## config.mk

```make
export PLATFORM = sky130hd
export DESIGN_NAME = smsc_mode_ctrl
export DESIGN_NICKNAME = d
export VERILOG_FILES = /design/src/smsc_pkg.sv /design/src/smsc_mode_ctrl.sv
export VERILOG_INCLUDE_DIRS = /design/src /design/src/src
export SDC_FILE = /design/constraint.sdc
export NUM_CORES = 1
export LEC_CHECK = 0
export BUFFER_PORTS_ARGS = -buffer_cell sky130_fd_sc_hd__clkbuf_2
export CAP_MARGIN = 15
export CORE_ASPECT_RATIO = 0.5
export CORE_MARGIN = 5
export CORE_UTILIZATION = 57
export DETAILED_ROUTE_END_ITERATION = 12
export PLACE_DENSITY = 0.95
export SYNTH_ARGS = -nofsm -noshare
export SYNTH_HDL_FRONTEND = slang
export SYNTH_SLANG_ARGS = --single-unit
export TNS_END_PERCENT = 100
```

## constraint.sdc

```tcl
create_clock -name clk -period 5.3 [get_ports clk]
set_clock_uncertainty 0.05 [all_clocks]
set_input_delay 0.265 -clock clk [delete_from_list [all_inputs] [get_ports clk]]
set_output_delay 0.265 -clock clk [all_outputs]
set_load 0.005 [all_outputs]
```

## src/smsc_regs.svh

```systemverilog
// register offsets, field positions, reset values and codes of the mode switch control
// assumes inclusion by bare name from the package and the testbench
`ifndef SMSC_REGS_SVH
`define SMSC_REGS_SVH
// byte offsets on the register bus
`define SMSC_OFS_CTRL      4'h0
`define SMSC_OFS_STATUS    4'h4
`define SMSC_OFS_COUNTER   4'h8
`define SMSC_OFS_TXINFO    4'hC
// control register fields
`define SMSC_CTRL_TEACH    0
`define SMSC_CTRL_KEYNEW   1
`define SMSC_CTRL_MODEWE   2
`define SMSC_CTRL_MODE_LO  4
`define SMSC_CTRL_MODE_HI  5
// field widths and reset values
`define SMSC_CNT_W         24
`define SMSC_CNT_RST       24'h00_0000
`define SMSC_CNT_ONE       24'h00_0001
`define SMSC_CNT16_MASK    24'h00_FFFF
`define SMSC_PRESS_RST     3'h0
`define SMSC_PRESS_ONE     3'h1
`define SMSC_PRESS_RESET   3'h7
`define SMSC_NIP_RST       4'h0
// teach-in info values
`define SMSC_TI_TYPE_PB    1'b1
`define SMSC_ROCKER_A      1'b0
`define SMSC_ROCKER_B      1'b1
// security level format: [7:6] auth code, [5:3] cipher, [2:1] counter size, [0] counter sent
`define SMSC_SLF_NONE      8'h00
`define SMSC_SLF_IMPLICIT  8'hCA
`define SMSC_SLF_EXPLICIT  8'hCD
`endif

```

## src/smsc_pkg.sv

```systemverilog
// types shared by the mode switch control
// assumes smsc_regs.svh is on the include path
package smsc_pkg;
   `include "smsc_regs.svh"
   typedef enum logic [1:0] {MD_NORMAL, MD_IMPLICIT, MD_EXPLICIT} smsc_mode_e;
   typedef enum logic [2:0] {FR_LP_NORMAL, FR_LP_SECURE, FR_ROCKER_ENC, FR_TEACH1, FR_TEACH2} smsc_frame_e;
   typedef enum logic [2:0] {CB_NONE, CB_TWO_CH, CB_TWO_X, CB_THREE, CB_FOUR} smsc_combo_e;
   typedef struct packed {
      logic                   valid;      // one-cycle request to the radio
      smsc_frame_e            kind;
      logic                   pressed;    // bow pressed (1) or released (0)
      logic [3:0]             nipples;    // {b_on, b_off, a_on, a_off}
      logic                   counterIncl;
      logic [`SMSC_CNT_W-1:0] counter;
      logic                   tiType;
      logic                   rocker;
      logic [7:0]             security_level_format;
   } smsc_frame_s;
endpackage : smsc_pkg

```

## src/smsc_mode_ctrl.sv

```systemverilog
// mode switch, teach-in and frame selection for a self-powered pushbutton transmitter
// assumes async nipple/bow/rocker pins, one 200 MHz clock, Avalon-MM register access
//
// What this block does; RULE2, RULE3 and RULE5 are kept by the receiver model
// RULE1 - implicit mode: counter sent only in teach-in, never in data telegrams
// RULE2 - receiver advances its counter copy on every received telegram
// RULE3 - receiver searches a window of future counters, resyncs on match
// RULE4 - explicit mode: current counter placed in every secure data telegram
// RULE5 - receiver accepts only counters above last accepted, no window search
// RULE6 - teach-in sent on two/three nipple sequence or contactless request; the code serves a contactless request only in implicit or explicit mode
// RULE7 - teach-in type is 1 (pushbutton); info 0 rocker A, 1 rocker B
// RULE8 - button teach-in reports the channel with both nipples pressed
// RULE9 - contactless teach-in reports actuated rocker; A if both or none
// RULE10 - implicit format: 24-bit auth, variable cipher, 16-bit counter, not sent
// RULE11 - explicit format: 24-bit auth, variable cipher, 24-bit counter, sent
// RULE12 - teach-in split: first part on press, second on next release
// RULE13 - exactly one sub-telegram per teach-in actuation
// RULE14 - two same-channel: implicit; three: explicit; four: normal with reset
// RULE15 - four nipples held: normal mode on first bow press
// RULE16 - three nipples, first press/release: teach-in only if already explicit
// RULE17 - second press of two/three sequence: enter mode, send teach-in part one
// RULE18 - second teach-in part on next release regardless of nipples
// RULE19 - mode change only if combination held for the whole sequence
// RULE20 - four nipples through seven press/release cycles: factory reset
// RULE21 - factory reset restores all settings to default except custom message; the code resets only the mode and the pending contactless request
// RULE22 - frame kind: normal low-power, secure low-power, or encrypted rocker
// RULE23 - counter starts at zero, plus one per telegram, zero on key change
// RULE24 - no data telegram while two, three or four nipples pressed
// RULE25 - after reset and factory reset the mode is normal
// RULE26 - changed nipple set abandons a sequence; second teach-in part exempt
//
// The Avalon-MM register port and the placing of the registers were chosen for this implementation.
`timescale 1ns/1ps
module smsc_mode_ctrl
   import smsc_pkg::*;
(
   input  wire logic        clk,
   input  wire logic        resetn,
   // user side pins
   input  wire logic        channel_a_off_contact,
   input  wire logic        channel_a_on_contact,
   input  wire logic        channel_b_off_contact,
   input  wire logic        channel_b_on_contact,
   input  wire logic        bowPressed,
   input  wire logic        rockerAUsed,
   input  wire logic        rockerBUsed,
   // radio side
   output smsc_frame_s      txFrame,
   // register bus
   input  wire logic [3:0]  avs_address,
   input  wire logic        avs_read,
   input  wire logic        avs_write,
   input  wire logic [31:0] avs_writedata,
   input  wire logic [3:0]  avs_byteenable,
   output logic [31:0]      avs_readdata,
   output logic             avs_waitrequest
);

   //---------------------------------------------------------------
   // pin synchroniser
   //---------------------------------------------------------------
   logic [6:0] pinMeta_q;
   logic [6:0] pinSync_q;
   logic       bowDly_q;

   // two flops per pin plus a delay flop on the bow; only the second stage and the bow delay feed logic
   always_ff @(posedge clk) begin
      if (!resetn) begin
         pinMeta_q <= 7'h00;
         pinSync_q <= 7'h00;
         bowDly_q  <= 1'b0;
      end else begin
         pinMeta_q <= {rockerBUsed, rockerAUsed, bowPressed, channel_b_on_contact,
                       channel_b_off_contact, channel_a_on_contact, channel_a_off_contact};
         pinSync_q <= pinMeta_q;
         bowDly_q  <= pinSync_q[4];
      end
   end

   logic [3:0] nip;
   logic       pressEv;
   logic       relEv;
   assign nip     = pinSync_q[3:0];
   assign pressEv = pinSync_q[4] & ~bowDly_q;
   assign relEv   = ~pinSync_q[4] & bowDly_q;

   //---------------------------------------------------------------
   // combination classifier
   //---------------------------------------------------------------
   smsc_combo_e cls;
   logic [2:0]  nipCnt;
   logic        bothA;
   logic        bothB;
   assign bothA  = nip[0] & nip[1];
   assign bothB  = nip[2] & nip[3];
   assign nipCnt = {2'b00, nip[0]} + {2'b00, nip[1]} + {2'b00, nip[2]} + {2'b00, nip[3]};

   // sort the pressed set into the mode control classes
   always_comb begin
      cls = CB_NONE;
      case (nipCnt)
         3'd2:    cls = (bothA | bothB) ? CB_TWO_CH : CB_TWO_X;   // RULE14
         3'd3:    cls = CB_THREE;                                 // RULE14
         3'd4:    cls = CB_FOUR;                                  // RULE14
         default: cls = CB_NONE;
      endcase
   end

   //---------------------------------------------------------------
   // sequence decoder
   //---------------------------------------------------------------
   typedef enum logic [1:0] {ST_IDLE, ST_HELD, ST_TI2} smsc_state_e;
   smsc_state_e   state_q;
   smsc_state_e   state_d;
   smsc_mode_e    mode_q;
   smsc_mode_e    modeUse;
   logic [3:0]    seqSet_q;
   logic [2:0]    pressCnt_q;
   logic [2:0]    pressCnt_d;
   logic          tiPend_q;
   logic          tiRocker_q;
   logic          tiFromBus;
   logic          teachReqWr;
   logic          keyNewWr;
   logic          modeWr;
   smsc_mode_e    modeWrVal;
   logic          emit;
   smsc_frame_e   emitKind;
   logic          emitRocker;
   logic          modeSet;
   smsc_mode_e    modeNew;
   logic          factory;
   logic          sameSet;
   logic          nfcRocker;
   logic          btnRocker;
   smsc_frame_e   dataKind;

   logic rockerAUsed_s;
   logic rockerBUsed_s;
   assign sameSet   = (nip == seqSet_q);
   assign nfcRocker = (rockerBUsed_s & ~rockerAUsed_s) ? `SMSC_ROCKER_B : `SMSC_ROCKER_A; // RULE9
   assign btnRocker = bothA ? `SMSC_ROCKER_A : `SMSC_ROCKER_B;                              // RULE8
   assign rockerAUsed_s = pinSync_q[5];
   assign rockerBUsed_s = pinSync_q[6];

   // frame kind of a data telegram in the current mode
   always_comb begin
      unique case (mode_q)
         MD_NORMAL:   dataKind = FR_LP_NORMAL;    // RULE22
         MD_IMPLICIT: dataKind = FR_LP_SECURE;    // RULE22
         MD_EXPLICIT: dataKind = FR_ROCKER_ENC;   // RULE22
         default:     dataKind = FR_LP_NORMAL;
      endcase
   end

   // press/release events against the held combination
   always_comb begin
      state_d    = state_q;
      pressCnt_d = pressCnt_q;
      emit       = 1'b0;
      emitKind   = dataKind;
      emitRocker = tiRocker_q;
      modeSet    = 1'b0;
      modeNew    = mode_q;
      factory    = 1'b0;
      tiFromBus  = 1'b0;
      unique case (state_q)
         ST_IDLE: begin
            if (pressEv) begin
               if (cls == CB_NONE) begin
                  emit = 1'b1;
                  if (tiPend_q && mode_q != MD_NORMAL) begin
                     emitKind   = FR_TEACH1;                  // RULE6
                     emitRocker = nfcRocker;                  // RULE9
                     tiFromBus  = 1'b1;
                     state_d    = ST_TI2;                     // RULE12
                  end
               end else begin
                  state_d    = ST_HELD;                       // RULE24
                  pressCnt_d = `SMSC_PRESS_ONE;
                  if (cls == CB_FOUR) begin
                     modeSet = 1'b1;                          // RULE15
                     modeNew = MD_NORMAL;
                  end
               end
            end else if (relEv && cls == CB_NONE) begin
               emit = 1'b1;                                   // RULE24
            end
         end
         ST_HELD: begin
            if (!sameSet) begin
               state_d = ST_IDLE;                             // RULE26 RULE19
            end else if (pressEv) begin
               pressCnt_d = pressCnt_q + `SMSC_PRESS_ONE;
               if ((cls == CB_TWO_CH || cls == CB_THREE) && pressCnt_q == `SMSC_PRESS_ONE) begin
                  modeSet    = 1'b1;                          // RULE17
                  modeNew    = (cls == CB_THREE) ? MD_EXPLICIT : MD_IMPLICIT;
                  emit       = 1'b1;
                  emitKind   = FR_TEACH1;                     // RULE12
                  emitRocker = btnRocker;                     // RULE8
                  state_d    = ST_TI2;
               end
            end else if (relEv) begin
               if (cls == CB_THREE && pressCnt_q == `SMSC_PRESS_ONE && mode_q == MD_EXPLICIT) begin
                  emit       = 1'b1;                          // RULE16
                  emitKind   = FR_TEACH1;
                  emitRocker = btnRocker;
               end
               if (cls == CB_FOUR && pressCnt_q == `SMSC_PRESS_RESET) begin
                  factory = 1'b1;                             // RULE20
                  state_d = ST_IDLE;
               end
            end
         end
         ST_TI2: begin
            if (relEv) begin
               emit     = 1'b1;                               // RULE18
               emitKind = FR_TEACH2;
               state_d  = ST_IDLE;
            end
         end
         default: state_d = ST_IDLE;
      endcase
   end

   // sequence state and press count
   always_ff @(posedge clk) begin
      if (!resetn) begin
         state_q    <= ST_IDLE;
         pressCnt_q <= `SMSC_PRESS_RST;
         seqSet_q   <= `SMSC_NIP_RST;
      end else begin
         state_q    <= state_d;
         pressCnt_q <= pressCnt_d;
         if (state_q == ST_IDLE && pressEv)
            seqSet_q <= nip;
      end
   end

   // operating mode
   assign modeUse = modeSet ? modeNew : mode_q;
   always_ff @(posedge clk) begin
      if (!resetn) begin
         mode_q <= MD_NORMAL;                                 // RULE25
      end else if (factory) begin
         mode_q <= MD_NORMAL;                                 // RULE21 RULE25
      end else if (modeSet) begin
         mode_q <= modeNew;                                   // RULE14
      end else if (modeWr) begin
         mode_q <= modeWrVal;
      end
   end

   // contactless teach-in request; a new request beats its consumption
   always_ff @(posedge clk) begin
      if (!resetn) begin
         tiPend_q <= 1'b0;
      end else if (teachReqWr) begin
         tiPend_q <= 1'b1;                                    // RULE6
      end else if (tiFromBus || factory) begin
         tiPend_q <= 1'b0;
      end
   end

   // rocker of the running teach-in, reused by its second part
   always_ff @(posedge clk) begin
      if (!resetn)
         tiRocker_q <= `SMSC_ROCKER_A;
      else if (emit && emitKind == FR_TEACH1)
         tiRocker_q <= emitRocker;
   end

   //---------------------------------------------------------------
   // rolling counter
   //---------------------------------------------------------------
   logic [`SMSC_CNT_W-1:0] counter_q;
   always_ff @(posedge clk) begin
      if (!resetn)
         counter_q <= `SMSC_CNT_RST;                          // RULE23
      else if (keyNewWr)
         counter_q <= `SMSC_CNT_RST;                          // RULE23
      else if (emit)
         counter_q <= counter_q + `SMSC_CNT_ONE;              // RULE23
   end

   //---------------------------------------------------------------
   // frame request to the radio
   //---------------------------------------------------------------
   smsc_frame_s txFrame_q;
   logic        isTeach;
   assign isTeach = (emitKind == FR_TEACH1) || (emitKind == FR_TEACH2);

   // one request per actuation, no repeats for teach-in
   always_ff @(posedge clk) begin
      if (!resetn) begin
         txFrame_q <= '0;
      end else begin
         txFrame_q.valid       <= emit;                       // RULE13
         txFrame_q.kind        <= emitKind;
         txFrame_q.pressed     <= pressEv;
         txFrame_q.nipples     <= nip;
         txFrame_q.counterIncl <= emit && (isTeach || modeUse == MD_EXPLICIT);   // RULE1 RULE4
         txFrame_q.counter     <= (modeUse == MD_IMPLICIT) ? (counter_q & `SMSC_CNT16_MASK) : counter_q;
         txFrame_q.tiType      <= `SMSC_TI_TYPE_PB;           // RULE7
         txFrame_q.rocker      <= emitRocker;                 // RULE7
         if (!isTeach || modeUse == MD_NORMAL)
            txFrame_q.security_level_format <= `SMSC_SLF_NONE;
         else if (modeUse == MD_IMPLICIT)
            txFrame_q.security_level_format <= `SMSC_SLF_IMPLICIT;              // RULE10
         else
            txFrame_q.security_level_format <= `SMSC_SLF_EXPLICIT;              // RULE11
      end
   end
   assign txFrame = txFrame_q;

   //---------------------------------------------------------------
   // register bus slave, one wait state
   //---------------------------------------------------------------
   logic        wait_q;
   logic [31:0] rdata_q;
   logic        accept;
   assign accept     = (avs_read | avs_write) & ~wait_q;
   assign teachReqWr = accept && avs_write && avs_address == `SMSC_OFS_CTRL && avs_byteenable[0]
                       && avs_writedata[`SMSC_CTRL_TEACH];
   assign keyNewWr   = accept && avs_write && avs_address == `SMSC_OFS_CTRL && avs_byteenable[0]
                       && avs_writedata[`SMSC_CTRL_KEYNEW];
   assign modeWrVal  = smsc_mode_e'(avs_writedata[`SMSC_CTRL_MODE_HI:`SMSC_CTRL_MODE_LO]);
   assign modeWr     = accept && avs_write && avs_address == `SMSC_OFS_CTRL && avs_byteenable[0]
                       && avs_writedata[`SMSC_CTRL_MODEWE]
                       && (avs_writedata[`SMSC_CTRL_MODE_HI:`SMSC_CTRL_MODE_LO] != 2'b11);

   // waitrequest drops for one cycle once a request has stood one cycle
   always_ff @(posedge clk) begin
      if (!resetn)
         wait_q <= 1'b1;
      else
         wait_q <= ~(wait_q & (avs_read | avs_write));
   end

   // read data captured together with the answer
   always_ff @(posedge clk) begin
      if (!resetn) begin
         rdata_q <= 32'h0000_0000;
      end else if (avs_read && wait_q) begin
         case (avs_address)
            `SMSC_OFS_CTRL:    rdata_q <= {26'h0, mode_q, 4'h0};
            `SMSC_OFS_STATUS:  rdata_q <= {23'h0, pressCnt_q, state_q, tiPend_q, tiRocker_q, mode_q};
            `SMSC_OFS_COUNTER: rdata_q <= {8'h00, counter_q};
            `SMSC_OFS_TXINFO:  rdata_q <= {16'h0, txFrame_q.security_level_format, txFrame_q.nipples, 1'b0, txFrame_q.kind};
            default:           rdata_q <= 32'h0000_0000;
         endcase
      end
   end
   assign avs_waitrequest = wait_q;
   assign avs_readdata    = rdata_q;

   //---------------------------------------------------------------
   // checks
   //---------------------------------------------------------------
   logic [2:0] nipCntPast_q;
   always_ff @(posedge clk) begin
      if (!resetn)
         nipCntPast_q <= 3'h0;
      else
         nipCntPast_q <= nipCnt;
   end
endmodule : smsc_mode_ctrl

```

# Yosys cells after proc, flatten, opt, wreduce, memory -nomap -nowiden

Cells that the tools add are included.
W data, S select, Z words.

Register bits after elaboration: 129

Add/subtract/negate cells: 5
Equal/unequal tests: 30
Multiplexer cells: 81
Bitwise logic cells: 15
Reductions and logical operators: 37

Operator list:

| operator                | count |
|---|---|
| $pmux W24 S4            | 1 |
| $mux W3                 | 14 |
| $mux W2                 | 20 |
| $mux W1                 | 35 |
| $add A24 B1 Y24 const B | 1 |
| $pmux W3 S3             | 2 |
| $logic_and A1 B1 Y1     | 17 |
| $eq A3 B2 Y1 const B    | 4 |
| $eq A3 B3 Y1 const B    | 4 |
| $ne A2 B2 Y1 const B    | 6 |
| $ne A4 B4 Y1 const B    | 3 |
| $mux W10                | 1 |
| $eq A4 B4 Y1 const B    | 2 |
| $mux W8                 | 1 |
| $pmux W2 S2             | 2 |
| $reduce_bool A2 Y1      | 4 |
| $reduce_or A2 Y1        | 4 |
| $and A1 B1 Y1           | 7 |
| $eq A2 B1 Y1 const B    | 3 |
| $eq A2 B2 Y1 const B    | 3 |
| $eq A3 B1 Y1 const B    | 2 |
| $not A1 Y1              | 6 |
| $pmux W2 S3             | 1 |
| $pmux W3 S2             | 1 |
| other kinds (17)        | 24 |

# Depth between registers and ports, before layout

Depth in word-level cells: 19
Depth in mapped cells: 11

# Least setup slack after synthesis

Ideal clock, no wire load.

Path type: register to register
Start point: register pinSync_q[0]
End point: register counter_q[20]
Arrival time: 2.910 ns
Data required time: 5.178 ns
Slack: 2.269 ns
Cell stages (with the launch flop): 12
Buffers on the path: 1
Period minus slack after synthesis: 3.031 ns
Cell sequence: dfxtp_1 -> inv_1 -> fa_1 -> inv_1 -> ha_1 -> ha_1 -> nor2b_1 -> and3b_1 -> nand4_2 -> buf_2 -> a2111oi_2 -> mux2i_1

Word-level cells in the longest chain between the ends: 13

Ends and longest elaborated chain:

| element                                             | line                                         | text |
|---|---|---|
| start, declared                                     | smsc_mode_ctrl.sv:63                         | `logic [6:0] pinSync_q;` |
| start signal, assigned                              | smsc_mode_ctrl.sv:75                         | `pinSync_q <= pinMeta_q;` |
| $add A1 B1 Y2                                       | smsc_mode_ctrl.sv:96                         | `assign nipCnt = {2'b00, nip[0]} + {2'b00, nip[1]} + {2'b00, nip[2]} + {2'b00, nip[3]};` |
| $add A2 B1 Y3                                       | smsc_mode_ctrl.sv:96                         |  |
| $add A3 B1 Y3                                       | smsc_mode_ctrl.sv:96                         |  |
| $eq A3 B3 Y1 / $eq A3 B2 Y1 (equally long branches) | smsc_mode_ctrl.sv:101                        | `case (nipCnt)` |
| $pmux W3 S3                                         | smsc_mode_ctrl.sv:101                        |  |
| $eq A3 B2 Y1                                        | smsc_mode_ctrl.sv:195, smsc_mode_ctrl.sv:204 |  |
| $logic_and A1 B1 Y1 (no line)                       | -                                            |  |
| $logic_and A1 B1 Y1                                 | smsc_mode_ctrl.sv:204                        | `` if (cls == CB_THREE && pressCnt_q == `SMSC_PRESS_ONE && mode_q == MD_EXPLICIT) begin `` |
| $mux W1                                             | smsc_mode_ctrl.sv:204                        |  |
| $mux W1                                             | smsc_mode_ctrl.sv:203                        | `end else if (relEv) begin` |
| $mux W1                                             | smsc_mode_ctrl.sv:193                        | `end else if (pressEv) begin` |
| $mux W1                                             | smsc_mode_ctrl.sv:191                        | `if (!sameSet) begin` |
| $pmux W1 S3 (*)                                     | smsc_mode_ctrl.sv:167                        | `unique case (state_q)` |
| end signal, assigned                                | smsc_mode_ctrl.sv:279                        | `` counter_q <= `SMSC_CNT_RST; `` |
| end signal, assigned                                | smsc_mode_ctrl.sv:281                        | `` counter_q <= `SMSC_CNT_RST; `` |
| end signal, assigned                                | smsc_mode_ctrl.sv:283                        | `` counter_q <= counter_q + `SMSC_CNT_ONE; `` |
| end, declared                                       | smsc_mode_ctrl.sv:276                        | `` logic [`SMSC_CNT_W-1:0] counter_q; `` |

Mark *: on every way between the ends. The rest lies on a longest branch, timed or not.
A chain may end at the register's enable or synchronous reset.

# Final worst setup path

Start point: register pinSync_q[0]
End point: register counter_q[13]

Same word-level chain as after synthesis.

==> results.md <==
- First-pass GRT wire length: 22000 microns
- Cell count after synthesis: 575
- DRT iter0 DRCs: a little over 600
- CP max FO: 23
- Num CTS Buffers: 17
- RSZ-0062 raised after global routing: false
- Syn Area/Cell: 8.98 sq um
- Vias in the first global route: roughly 4500
- Worst setup SP type: flop
- Min-Delay Path Class: in -> reg
- Routed Antenna Nets: 0
- Top-Level Pins: 128
- Worst VDD drop: 0.225 mV
- Clock buffer depth: 2
- Worst EP required: 5580 ps
- Number of diodes: 0
- Slew headroom: between 30% and 40%
- FILL cells: 621
- Register area: around 2300 sq um
- Pleak: 2.53 nW
- Final Hold Fails: 0
- Share of cells above drive strength 1: 20.3%
- Effective utilization at floorplan: about three fifths
- Min-delay src: channel_b_off_contact
- Multi-input logic area: 2560 sq um
- Die area: 11200 sq um
- Max Cap Viol: 0
- Worst setup EP type: flop
- R2R Setup Slk: 1270 ps
- Largest net degree at the start of global routing: 46
- Global-route usage over all layers: 24.7%
- Total grt overflow: 0
- EDFF count, synth: 0
- Crit path DAT: 4310 ps
- Worst r2r src: pinSync_q[0]
- Final slew viol count: 0
- Setup crit start: pinSync_q[0]
- Worst Tran Pin Value: 899 ps
- Layout area overhead: 20.3%
- Seq cells post-synth: 116
- Pwr Total: 0.00216 W
- Fin nets: 709
- Clk Latency, worst-skew pair: just over 400 ps
- Routability cong.: 0.893
- Status: complete, no violations
- Die Y: 77.3 microns
- Pwr Density: 347 nW/um^2
- Tmin final: 4030 ps
- Post-Syn Area: 5160 sq um
- Finished Layout Cells: 778
- Clk root buf: clkbuf_16
- # clock sinks: 116
- Via density: ~6.0
- Initial antenna violation count: 0
- Clock slew at reported path FFs: 60 ps
- Via count: 4691
- Final Setup Violations: 0
- Cell variety after synth: between 60 and 70
- Ys async rst share: 0%
- # DRC: 0
- Placed Instances: approximately 740
- Worst Reg-to-Reg Cells: 10
- Drt wl/cell: ~17 microns
- Critical setup path kind: reg -> reg
- Routed wire length: 13500 microns
- HPWL after detailed placement: 8650 microns
- Hold_ws: 7.69 ps
- Ys Warns: 0
- Synth Flop Type: dfxtp_1
- IO Port Bufs: 87
- H-tree Lvls: 4
- WHS Endpoint: pinMeta_q[2]
- # rows: 24
- Hold Path Depth: 2
- Period utilisation layout: 76.1%
- Sequential area share after synthesis: 45.0%
- TNS Setup: 0 ps
- Drt pass-1 iters: 5
- Core Area: 8770 sq um
- Max Freq: approximately 0.25 GHz
- Die width: 145 microns
- Reg-to-Reg End: counter_q[13]
- CTS tree: yes
==> layout make-up <==
class                           count  area share, %
Timing Repair Buffer               94           8.05
Multi-Input combinational cell    400           41.3
Inverter                           19           1.15
Clock inverter                     14           2.90
Clock buffer                       18           6.91
Sequential cell                   116           37.4
Tap cell                          117           2.36
==> how the worst max path moves through the flow <==
stage / endpoint / cells after the start
2_1_floorplan: counter_q[20] / 11
3_3_place_gp: counter_q[13] / 10
6_report: counter_q[13] / 10
5_1_grt: counter_q[13] / 10
3_5_place_dp: counter_q[13] / 10
4_1_cts: counter_q[13] / 10
==> state kept, by name, summed over array words and instances (netlist names) <==
register and count:
txFrame 39, pinMeta_q 7, pinSync_q 7, seqSet_q 4
counter_q 24, tiRocker_q 1, tiPend_q 1, mode_q 2
pressCnt_q 3, bowDly_q 1, avs_readdata 24, state_q 2
avs_waitrequest 1
==> Yosys cell counts (11+ instances only) <==
| cell | number | share of area [%] |
|---|---|---|
| dfxtp_1 | 116 | 45 |
| nand2_1 | 62 | 4.5 |
| and2_1 | 41 | 5.0 |
| nor2_1 | 36 | 2.6 |
| a21oi_1 | 32 | 3.1 |
| mux2i_1 | 25 | 4.8 |
| clkbuf_1 | 23 | 1.7 |
| nand3_1 | 22 | 2.1 |
| nand2b_1 | 19 | 2.3 |
| inv_1 | 18 | 1.3 |
| a211oi_1 | 13 | 1.9 |
| buf_4 | 13 | 1.9 |
| a2bb2oi_1 | 11 | 1.9 |
==> cells by family after synthesis <==
kind of cell	synth area share, %
and+or+nand+nor	24.1
AOI/OAI and AO/OA	16.6
DFF	45.0
buffers and inverters	6.15
muxes	4.85
adders and majority gates	2.57
xor gates and xnor gates	0.678
other	0.0726
==> metrics by stage <==
step	setup slack [ps]	cell area, sq um	util [%]
global placement	1590	5550	63.3
floorplan	2270	5200	-
detailed placement	1500	5550	63.3
CTS	1360	6210	70.9
finish	1270	6210	70.9
global route	883	6210	70.9
==> what timing repair did <==
action | in CTS | in global routing
gates resized for setup | 0 | 0
endpoints found under the hold margin | 5 | 0
endpoints found under the setup margin | 0 | 0
hold buffers | 5 | 0
setup buffers | 0 | 0
==> power by group <==
group / internal, W / switching (W)
sequential: 0.000882 / 0.00000656
clock: 0.000744 / 0.000428
combinational: 0.0000307 / 0.0000644
total: 0.00166 / 0.000498
==> per-layer routing <==
layer	track usage, %	part of all wire (%)	vias up
met5	0	0	-
met4	11.4	2.9	0
met3	7.83	9.3	51
met2	40.5	48	279
met1	29.7	39	2211
li1	-	-	2150
==> cell usage in the layout (no fill, tap or decap), types with 6 or more instances in the layout <==
master / instances
dfxtp_1: 116
clkbuf_2: 87
nand2_1: 62
and2_1: 41
nor2_1: 36
a21oi_1: 32
mux2i_1: 25
nand3_1: 22
nand2b_1: 19
inv_1: 18
clkbuf_16: 17
a211oi_1: 13
a2bb2oi_1: 11
o21ai_0: 10
conb_1: 10
a22oi_1: 9
ha_1: 9
nand4_1: 8
a31oi_1: 7
and3_1: 6
nor3_1: 6
clkinv_4: 6
==> worst max-delay path, stage by stage, from the launching register on <==
cell and delay, ps:
dfxtp_1 380, inv_1 90, fa_1 530, inv_1 50
ha_1 180, ha_1 320, nor2b_1 370, and3b_1 300
nand4_2 560, a2111oi_0 810, mux2i_1 300
Power figures use the tool's default switching activity.
